## config.mk

```make
export PLATFORM = sky130hd
export DESIGN_NAME = dts_switchover
export DESIGN_NICKNAME = d
export VERILOG_FILES = /design/src/hw/dts_pkg.sv /design/src/hw/dts_switchover.sv
export SDC_FILE = /design/constraint.sdc
export NUM_CORES = 1
export LEC_CHECK = 0
export ABC_AREA = 1
export BUFFER_PORTS_ARGS = -buffer_cell sky130_fd_sc_hd__buf_4
export CELL_PAD_IN_SITES_DETAIL_PLACEMENT = 0
export CELL_PAD_IN_SITES_GLOBAL_PLACEMENT = 1
export CORE_ASPECT_RATIO = 1.2
export CORE_MARGIN = 10
export CORE_UTILIZATION = 35
export CTS_CLUSTER_DIAMETER = 150
export CTS_CLUSTER_SIZE = 24
export DETAILED_ROUTE_END_ITERATION = 7
export PLACE_DENSITY = 0.72
export SYNTH_ARGS = -nofsm -noshare
export SYNTH_HDL_FRONTEND = slang
export SYNTH_SLANG_ARGS = --single-unit
export TNS_END_PERCENT = 1
```

## constraint.sdc

```tcl
create_clock -name clk_sys_in -period 4.6 [get_ports clk_sys_in]
set_input_delay 0.23 -clock clk_sys_in [delete_from_list [all_inputs] [get_ports clk_sys_in]]
set_output_delay 0.23 -clock clk_sys_in [all_outputs]
set_load 0.02 [all_outputs]
```

## src/hw/dts_pkg.sv

```systemverilog
// Shared constants, register map and types of the dynamic threshold switchover block.
package dts_pkg;
   localparam int unsigned CLK_PERIOD_NS = 25;
   localparam longint unsigned TICK_PERIOD_NS = 64'h3B9ACA00;
   localparam int unsigned TICK_CYCLES = int'(TICK_PERIOD_NS / CLK_PERIOD_NS);
   localparam int unsigned TMR_W = 16;
   localparam logic [7:0] OFS_CTRL = 8'h00;
   localparam logic [7:0] OFS_WAIT = 8'h04;
   localparam logic [7:0] OFS_HOLD = 8'h08;
   localparam logic [7:0] OFS_FAST = 8'h0C;
   localparam logic [7:0] OFS_STATUS = 8'h10;
   localparam int unsigned CTRL_ON_BIT = 0;
   localparam int unsigned CTRL_SRC_LSB = 1;
   localparam int unsigned CTRL_FAST_INF_BIT = 3;
   localparam logic [TMR_W-1:0] WAIT_RST = 16'h0E10;
   localparam logic [TMR_W-1:0] HOLD_RST = 16'h0E10;
   localparam logic [TMR_W-1:0] FAST_RST = 16'h0258;
   localparam int unsigned ST_DYN_BIT = 0;
   localparam int unsigned ST_STATE_LSB = 1;
   localparam int unsigned ST_FAST_BIT = 4;
   localparam int unsigned ST_BRK_BIT = 5;
   typedef enum logic [1:0] {
      SRC_ZERO_CURRENT,
      SRC_AUX_CONTACT,
      SRC_RECLOSE_READY
   } dts_src_t;
   typedef enum logic [2:0] {
      ST_ENERGIZED,
      ST_WAIT,
      ST_DYN_OPEN,
      ST_HOLD,
      ST_PICKUP
   } dts_state_t;
   typedef struct packed {
      logic breaker_closed;
      logic activate_dynamic;
      logic block_dynamic;
      logic block_stop_time;
   } dts_pins_t;
   typedef struct packed {
      logic fast_inf;
      dts_src_t src;
      logic on;
      logic [TMR_W-1:0] wait_time;
      logic [TMR_W-1:0] hold_time;
      logic [TMR_W-1:0] fast_time;
   } dts_cfg_t;
endpackage : dts_pkg

```

## src/hw/dts_switchover.sv

```systemverilog
// Switchover controller between normal and dynamic overcurrent settings, with APB registers.
`timescale 1ns/100ps
// Summary of operation
// - Aux contact source: breaker open input means the equipment is de-energized.
// - Zero current source: current below threshold means de-energized.
// - De-energization starts the wait timer; dynamic settings only after it expires.
// - Reclose source: dynamic settings while the reclose ready signal is high.
// - The activate input releases dynamic settings under any source, unless blocked or switched off.
// - Re-energization starts the hold timer; on expiry normal settings return.
// - Hold is cut short when current stays below normal pickups for fast time.
// - Fast reset starts on the OR of all element dropout conditions.
// - Infinite fast time or stop-time block disables and clears fast reset timing.
// - A pickup during hold keeps dynamic settings until that pickup drops out.
// - Dropping the activate or reclose cause restores normal settings at once.
// - The block input clears all timers and restores normal settings immediately.
// - Block during a fault with dynamic active restarts all element timers.
// - Power-up with breaker open runs the wait timer under normal settings.
// - Works alongside, and independent of, the four setting groups.
// - Usable only if enabled at build time, plus a runtime on/off bit.
module dts_switchover #(
   parameter int unsigned TICK_DIV = dts_pkg::TICK_CYCLES,
   parameter bit FEATURE_EN = 1'b1,
   parameter int unsigned N_ELEM = 8
) (
   input wire logic clk_sys_in,
   input wire logic nrst_in,
   input wire logic psel_in,
   input wire logic penable_in,
   input wire logic pwrite_in,
   input wire logic [7:0] paddr_in,
   input wire logic [31:0] pwdata_in,
   output logic [31:0] prdata_out,
   output logic pready_out,
   output logic pslverr_out,
   input wire dts_pkg::dts_pins_t pins_in,
   input wire logic reclose_ready_in,
   input wire logic current_below_min_in,
   input wire logic current_above_closed_in,
   input wire logic [N_ELEM-1:0] dropout_cond_in,
   input wire logic pickup_any_in,
   output logic dynamic_select_out,
   output logic elem_timer_restart_out
);
   import dts_pkg::*;

   logic [1:0] rst_sync_q;
   logic rst_n;
   logic [3:0] pin_s1_q;
   logic [3:0] pin_s2_q;
   dts_pins_t pin;
   dts_cfg_t cfg_q;
   dts_state_t state_q;
   dts_state_t state_d;
   logic [31:0] div_q;
   logic tick;
   logic [TMR_W-1:0] tmr_q;
   logic [TMR_W-1:0] tmr_d;
   logic [TMR_W-1:0] fast_q;
   logic [TMR_W-1:0] fast_d;
   logic dyn_q;
   logic block_seen_q;
   logic restart_q;
   logic [31:0] prdata_q;
   logic pready_q;
   logic pslverr_q;

   // Reset is released through two flops so every flop leaves reset on the same edge.
   always_ff @(posedge clk_sys_in or negedge nrst_in) begin
      if (!nrst_in) begin
         rst_sync_q <= 2'h0;
      end else begin
         rst_sync_q <= {rst_sync_q[0], 1'b1};
      end
   end
   assign rst_n = rst_sync_q[1];

   // Binary inputs come from pins, so they are synchronised before use.
   always_ff @(posedge clk_sys_in or negedge rst_n) begin
      if (!rst_n) begin
         pin_s1_q <= 4'h0;
         pin_s2_q <= 4'h0;
      end else begin
         pin_s1_q <= pins_in;
         pin_s2_q <= pin_s1_q;
      end
   end
   assign pin = dts_pins_t'(pin_s2_q);

   // Common time base for all three timers.
   assign tick = (div_q == 32'(TICK_DIV - 1));
   always_ff @(posedge clk_sys_in or negedge rst_n) begin
      if (!rst_n) begin
         div_q <= 32'h0;
      end else begin
         div_q <= tick ? 32'h0 : div_q + 32'h1;
      end
   end

   wire active = FEATURE_EN && cfg_q.on;
   wire blocked = pin.block_dynamic;
   wire src_aux = (cfg_q.src == SRC_AUX_CONTACT);
   wire src_zero = (cfg_q.src == SRC_ZERO_CURRENT);
   wire deenergized = (src_aux && !pin.breaker_closed)
                    || (src_zero && current_below_min_in);
   wire reenergized = (src_aux && pin.breaker_closed)
                    || (src_zero && current_above_closed_in);
   wire fast_off = cfg_q.fast_inf || pin.block_stop_time;
   wire fast_start = |dropout_cond_in;
   wire tmr_done = (tmr_q >= ((state_q == ST_WAIT) ? cfg_q.wait_time : cfg_q.hold_time));
   wire fast_done = !fast_off && (fast_q >= cfg_q.fast_time);
   wire fast_run = (state_q == ST_HOLD) && !fast_off && fast_start;
   // The forced causes bypass the state machine, so losing them drops dynamic at once.
   wire forced = pin.activate_dynamic
               || ((cfg_q.src == SRC_RECLOSE_READY) && reclose_ready_in);
   wire state_dyn = (state_q == ST_DYN_OPEN) || (state_q == ST_HOLD) || (state_q == ST_PICKUP);
   wire dyn_d = active && !blocked && (forced || state_dyn);

   always_comb begin
      state_d = state_q;
      case (state_q)
         ST_ENERGIZED: begin
            if (deenergized) begin
               state_d = ST_WAIT;
            end
         end
         ST_WAIT: begin
            if (!deenergized) begin
               state_d = ST_ENERGIZED;
            end else if (tmr_done) begin
               state_d = ST_DYN_OPEN;
            end
         end
         ST_DYN_OPEN: begin
            if (reenergized) begin
               state_d = ST_HOLD;
            end
         end
         ST_HOLD: begin
            if (tmr_done || fast_done) begin
               state_d = pickup_any_in ? ST_PICKUP : ST_ENERGIZED;
            end
         end
         ST_PICKUP: begin
            if (!pickup_any_in) begin
               state_d = ST_ENERGIZED;
            end
         end
         default: begin
            state_d = ST_ENERGIZED;
         end
      endcase
      // Block and a disabled function override everything, also the reclose source.
      if (!active || blocked || (cfg_q.src == SRC_RECLOSE_READY)) begin
         state_d = ST_ENERGIZED;
      end
   end

   always_comb begin
      tmr_d = tmr_q;
      if (state_d != state_q) begin
         tmr_d = '0;
      end else if (tick && ((state_q == ST_WAIT) || (state_q == ST_HOLD)) && !tmr_done) begin
         tmr_d = tmr_q + 1'b1;
      end
      fast_d = '0;
      if (fast_run && (state_d == ST_HOLD)) begin
         fast_d = (tick && !fast_done) ? fast_q + 1'b1 : fast_q;
      end
   end

   always_ff @(posedge clk_sys_in or negedge rst_n) begin
      if (!rst_n) begin
         state_q <= ST_ENERGIZED;
         tmr_q <= '0;
         fast_q <= '0;
         dyn_q <= 1'b0;
      end else begin
         state_q <= state_d;
         tmr_q <= tmr_d;
         fast_q <= fast_d;
         dyn_q <= dyn_d;
      end
   end

   // A fresh block during a fault under dynamic settings restarts the element timers.
   always_ff @(posedge clk_sys_in or negedge rst_n) begin
      if (!rst_n) begin
         block_seen_q <= 1'b0;
         restart_q <= 1'b0;
      end else begin
         block_seen_q <= blocked;
         restart_q <= blocked && !block_seen_q && dyn_q && pickup_any_in;
      end
   end

   // The select and timer restart outputs are the only coupling to the elements; group selection is untouched.
   assign dynamic_select_out = dyn_q;
   assign elem_timer_restart_out = restart_q;

   // APB slave: one wait state, answer registered.
   wire acc = psel_in && penable_in && !pready_q;
   wire commit = psel_in && penable_in && pready_q;
   wire hit_ctrl = (paddr_in == OFS_CTRL);
   wire hit_wait = (paddr_in == OFS_WAIT);
   wire hit_hold = (paddr_in == OFS_HOLD);
   wire hit_fast = (paddr_in == OFS_FAST);
   wire hit_stat = (paddr_in == OFS_STATUS);
   wire mapped = hit_ctrl || hit_wait || hit_hold || hit_fast || hit_stat;
   wire wr = commit && pwrite_in && !pslverr_q;
   wire [31:0] ctrl_rd = {28'h0, cfg_q.fast_inf, cfg_q.src, cfg_q.on};
   wire [31:0] stat_rd = {26'h0, pin.breaker_closed, fast_run, state_q, dyn_q};
   wire [31:0] rd_mux = hit_ctrl ? ctrl_rd
                      : hit_wait ? {16'h0, cfg_q.wait_time}
                      : hit_hold ? {16'h0, cfg_q.hold_time}
                      : hit_fast ? {16'h0, cfg_q.fast_time}
                      : hit_stat ? stat_rd : 32'h0;
   wire [1:0] src_wr = pwdata_in[CTRL_SRC_LSB +: 2];

   always_ff @(posedge clk_sys_in or negedge rst_n) begin
      if (!rst_n) begin
         pready_q <= 1'b0;
         pslverr_q <= 1'b0;
         prdata_q <= 32'h0;
      end else begin
         pready_q <= acc;
         pslverr_q <= acc && !mapped;
         prdata_q <= (acc && !pwrite_in) ? rd_mux : 32'h0;
      end
   end

   always_ff @(posedge clk_sys_in or negedge rst_n) begin
      if (!rst_n) begin
         cfg_q <= '{fast_inf: 1'b0, src: SRC_ZERO_CURRENT, on: 1'b0,
                    wait_time: WAIT_RST, hold_time: HOLD_RST, fast_time: FAST_RST};
      end else if (wr) begin
         if (hit_ctrl) begin
            cfg_q.on <= pwdata_in[CTRL_ON_BIT];
            cfg_q.fast_inf <= pwdata_in[CTRL_FAST_INF_BIT];
            // An unused source code is ignored so the selection stays legal.
            if (src_wr <= 2'h2) begin
               cfg_q.src <= dts_src_t'(src_wr);
            end
         end
         if (hit_wait) begin
            cfg_q.wait_time <= pwdata_in[TMR_W-1:0];
         end
         if (hit_hold) begin
            cfg_q.hold_time <= pwdata_in[TMR_W-1:0];
         end
         if (hit_fast) begin
            cfg_q.fast_time <= pwdata_in[TMR_W-1:0];
         end
      end
   end

   assign prdata_out = prdata_q;
   assign pready_out = pready_q;
   assign pslverr_out = pslverr_q;
endmodule : dts_switchover

```

---- Word level (Yosys, flattened, before mapping) ----
Cells that the tools add are included.
word-level totals
  input port bits ......................... 61
  bits in registers ....................... 150
cells by class
  equality and inequality tests ........... 14
  reduce and logical (&&, ||, !) cells .... 60
  muxes and demuxes ....................... 21
  order comparisons ....................... 3
  add/subtract/negate cells ............... 3
operator list
  kind                                                                      number
  16-bit 2-to-1 mux                                                         10
  16-bit by 1-bit adder with 16-bit output (second input constant)          2
  32-bit by 1-bit adder with 32-bit output (second input constant)          1
  32-bit by 26-bit equality test with 1-bit output (second input constant)  1
  16-bit greater-or-equal comparator                                        2
  32-bit 2-to-1 mux                                                         1
  1-bit logical AND                                                         24
  3-bit 2-to-1 mux                                                          8
  8-bit by 4-bit equality test with 1-bit output (second input constant)    2
  1-bit logical OR                                                          15
  3-bit case mux with 5 select lines                                        1
  1-bit logical NOT                                                         11
  3-bit by 2-bit equality test with 1-bit output (second input constant)    3
  8-bit by 3-bit equality test with 1-bit output (second input constant)    1
  8-bit by 5-bit equality test with 1-bit output (second input constant)    1
  8-bit logical NOT                                                         1
  2-bit AND reduction                                                       4
  8-bit OR reduction                                                        1
  6-bit 2-to-1 mux                                                          1
  3-bit by 1-bit equality test with 1-bit output (second input constant)    1
  3-bit equality test (second input constant)                               1
  3-bit logical NOT                                                         1
  3-bit != test                                                             1
  3-bit AND reduction                                                       1
  other kinds (6)                                                           6

---- Logic depth before layout (Yosys ltp) ----
  depth after elaboration ................. 10
  mapped depth ............................ 25

---- Worst setup path before layout ----
No wires, ideal clock.
  kind .................................... reg2reg
  start ................................... register state_q[0]
  end ..................................... register tmr_q[12]
  period minus slack after synthesis ...... 3.111 ns
  data arrival time ....................... 3.040 ns
  buffers on the path ..................... 2
  library setup time ...................... 0.072 ns
  setup slack ............................. 1.489 ns
  required time ........................... 4.528 ns
  cell stages (with the launch flop) ...... 18
  cell sequence ........................... dfrtp_1 -> inv_1 -> nor2_1 -> nand2_1 -> buf_1 -> mux2i_1 -> ha_1 -> a21oi_1 -> a21oi_1 -> nor2_1 -> nand3_1 -> a21oi_1 -> nand2_1 -> nand2_1 -> xor2_1 -> nand2_1 -> buf_2 -> nor2_1
on the way
  word-level cells in the longest chain between the ends .. 9
  elaborated cells between the ends (all ways) .. 23
  classes of those cells .................. order compare: 1; eq/ne: 5; mux: 10; reduce/logical: 7
ends and longest elaborated chain
  what                                                     RTL line                                                             RTL
  from (decl)                                              dts_switchover.sv:52                                                 dts_state_t state_q;
  from (signal assigned)                                   dts_switchover.sv:178                                                state_q <= state_d;
  3-bit by 1-bit equality test with 1-bit output           dts_switchover.sv:109, dts_switchover.sv:120, dts_switchover.sv:162
  16-bit 2-to-1 mux                                        dts_switchover.sv:109                                                wire tmr_done = (tmr_q >= ((state_q == ST_WAIT) ? cfg_q.wait_time : cfg_q.hold_time));
  16-bit greater-or-equal comparator                       dts_switchover.sv:109
  3-bit 2-to-1 mux or 1-bit logical OR (tied branches)     dts_switchover.sv:129, dts_switchover.sv:139
  3-bit 2-to-1 mux, on equally long branches               dts_switchover.sv:127, dts_switchover.sv:139
  3-bit case mux with 5 select lines                       dts_switchover.sv:120                                                case (state_q)
  3-bit 2-to-1 mux                                         dts_switchover.sv:153                                                if (!active || blocked || (cfg_q.src == SRC_RECLOSE_READY)) begin
  3-bit != test                                            dts_switchover.sv:160                                                if (state_d != state_q) begin
  16-bit 2-to-1 mux or 2-bit nonzero test (tied branches)  --
  to (signal assigned)                                     dts_switchover.sv:179                                                tmr_q <= tmr_d;
  to (decl)                                                dts_switchover.sv:56                                                 logic [TMR_W-1:0] tmr_q;
Parallel ways exist; a longest one is shown, timed or not.
A chain may end at the register's enable or synchronous reset.

---- Worst setup path after layout ----
  start ................................... register state_q[0]
  end ..................................... register tmr_q[5]
The elaborated chain is that of the path after synthesis.

==> impl_results.md <==
- Max incr delay on CP: 0.48 ns
- Clk Latency, worst-skew pair: ~0.44 ns
- Cell with the most instances after synthesis: nand2_1
- Maximum buffer depth of the clock tree: 2
- Worst r2r src: state_q[0]
- Top fanout value on the critical path: 16
- Simple-gate share of the synthesized area: 23.2%
- Setup TNS: 0 ns
- Rows: 61
- Achievable Freq: 250 MHz
- Ant diodes: 0
- Total GRT Usage: 14.8%
- CTS root buf: clkbuf_16
- Switching Power: 748 uW
- Gate count after technology mapping: 1,039
- Clock network power share: 49.6%
- Sw Share: approximately a quarter
- Core Region: roughly 23,000 um^2
- Combinational family with the most area after synthesis: simple AND/OR/NAND/NOR gates
- Synth Warn #: 0
- Final hold violation count: 0
- Vias/cell: between 4 and 5
- Crit path required time: 4.93 ns
- Antenna-violating nets left: 0
- Power per Cell Area: ~290 nW/um^2
- Adder-Cell Fraction of Synth Area: approximately 5.3%
- Ys async rst share: 100%
- GPL Wtd Cong: 0.850
- Dpl ws: 0.543 ns
- Via count: around 6,900
- Cell family with most CP delay: simple AND/OR/NAND/NOR gates
- Crit-path cells: inv_1, nor2_1, nand2_1, o21ai_0, ha_1, nand2_1, nand2_1, nand2_1, a21oi_1, nor2_1, nand2_1, nor2_1, nand3_1, nand2_1, nand3_1, a21oi_1, nand2_1, nor3b_1
- Syn avg cell area: 8.00 um^2
- Post-route DRC: 0
- Final WS setup: between 0.5 and 0.6 ns
- Synth area leaders: dfrtp_1 (42%), nand2_1 (9.2%), inv_1 (8.0%)
- Bufs and invs on worst path: 1
- Area delta synth->final: 17.7%
- Post-synth EDFFs: 0
- Die footprint: 30,300 um^2
- Per-cell routed wire length: 15.2 um
- Crit. End Element: register
- Clock net sink count: 150
- Combinational share of power: 3.3%
- Leak: 0.00469 uW
- Int Pwr: 2100 uW
- Crit path DAT: 4.34 ns
- Peak supply drop: 0.000222 V
- CTS tree: yes
- Top_reg_cell synth: dfrtp_1
- CP max stage cell: o21ai_0
- Critical Path Source Type: register
- Clock skew: 0.0167 ns
- Post-Synth XOR/XNOR Area: 2.21%
- Slew margin rel.: 29.8%
- H-tree levels: 4
- Post-Layout Cell Count: 1,444
- Synthesized area: 8310 um^2
- Sequential power share: between 40% and 50%
- Hold crit path type: input port to register
- Vias in the first global route: 7,072
- Antenna violations before repair: 0
- Synth top area share: between 40% and 50%
- Run status: finished clean
- Seq/Total Area, Yosys: 45.4%
- # Max-Cap Violations: 0
- Port Buffer Count: 64
- Mux contribution to synthesized area: 1.34%
- Kind of critical path: register to register
- Post-layout min period: 4.01 ns
- Fin nets: 1,212
- Setup-failing EPs final: 0
- Largest net degree at the start of global routing: 79
- Final WL: between 20,000 and 25,000 um
- Critical path's most frequent cell: nand2_1
- CTS Buf Count: 17
- Initial DRC Count: 361
- Die height: 189 um
- Grt ovf: 0
- Slew @ Worst Pin: 1.05 ns
- Initial core utilization: 35.7%
- Max-slew violation count: 0
- Wire length of the first global-routing pass: roughly 37,000 um
- Hold path startpoint: pwdata_in[9]
- Dominant cell type by area after synthesis: dfrtp_1
- Library cells used by synthesis: 52
- Placed cell count: between 1,000 and 1,500
- Clock slew at reported path FFs: 0.08 ns
- Layout cells sized above 1: between 10% and 20%
- CP startpoint: state_q[0]
- # IOs: 97
- Final Cycle Share: 87.1%
- Post-synth top cells: nand2_1 (203), inv_1 (176), dfrtp_1 (138)
- Post-DP HPWL: 16,600 um
- First drt pass iteration count: 5
- Synthesized flop and latch total: 150
- Die extent in x: 161 um
- Synth Area in Compound Gates: 12.0%
- RSZ-0062 raised after global routing: false
## worst min-delay path: stages
cell     delay (ns)
buf_4          0.11
inv_1          0.07
o21ai_0        0.09
## logic make-up after synthesis
logic type      after synthesis
fa+ha+maj                    35
flops                       150
simple gates                426
compound gates              180
mux                          11
other cells                   2
xor+xnor                     21
buf+inv                     214
## sequential cells by signal, summed over array words and instances (netlist names), 2 cells and up
register,count
cfg_q,51
div_q,32
fast_q,16
pin,4
pin_s1_q,4
prdata_out,16
rst_sync_q,2
state_q,3
tmr_q,16
## metrics by stage
stage                     hold slack [ns]  cell area (um^2)  util, %  total power (uW)
after floorplan                   -0.0656              8370        -              1420
after detailed placement           0.0135              9130     39.2              1460
after global placement             0.0127              9130     39.2              1460
final                              0.0613              9780     42.0              2850
after CTS                          0.0400              9780     42.0              2900
after global routing               0.0589              9780     42.0              2960
## per-layer routing
layer,track usage (%),part of all wire (%),up-vias
met2,25.8,51,116
li1,-,-,3516
met3,3.21,3.2,20
met4,4.24,1.7,0
met5,0,0,-
met1,17.9,44,3243
## worst paths after layout
check / to / slack, ns / cells after the start
max in group asynchronous: state_q[0] / 3.15 / 1
max reg2reg: tmr_q[5] / 0.59 / 18
max: tmr_q[5] / 0.59 / 18
min: cfg_q[25] / 0.06 / 3
min in group asynchronous: rst_sync_q[0] / 0.09 / 2
min reg2reg: pin[1] / 0.35 / 0
## placed cells by master, fill, tap and decap left out, drive strengths merged
cell,count
nand2,207
inv,188
dfrtp,138
nor2,93
o21ai,90
buf,74
a21oi,54
nand3,40
ha,35
nor3,35
nand4,31
xor2,20
conb,17
clkbuf,17
nor4,15
dfstp,12
mux2i,10
o211ai,8
dlygate4sd3,5
clkinv,5
a31oi,4
a21o,3
o221ai,3
o22ai,3
a211oi,3
a221oi,3
nor3b,3
o21a,2
o21bai,2
mux2,1
o31ai,1
a311oi,1
or2,1
and2,1
o211a,1
xnor2,1
o41ai,1
a22oi,1
## cell type report
cell class	instances	area, um^2
Clock buffer	17	425
Clock inverter	15	174
Fill cell	2434	13500
Inverter	178	668
Multi-Input combinational cell	690	3730
Sequential cell	150	3770
Tap cell	315	394
Timing Repair Buffer	79	618
## power by group through the flow
stage	combinational (uW)	sequential, uW	clock (uW)
final	94.2	1340	1410
after global routing	106	1340	1510
after CTS	96.2	1340	1460
after detailed placement	92.4	1370	0
after global placement	92.0	1370	0
after floorplan	43.9	1370	0
## what timing repair did
| action | in CTS | in global routing |
|---|---|---|
| setup buffers | 0 | 0 |
| hold endpoints to repair | 6 | 0 |
| hold buffers | 5 | 0 |
| gates resized for setup | 0 | 0 |
| endpoints found under the setup margin | 0 | 0 |
Note: power is estimated with default switching activity, not from simulation.
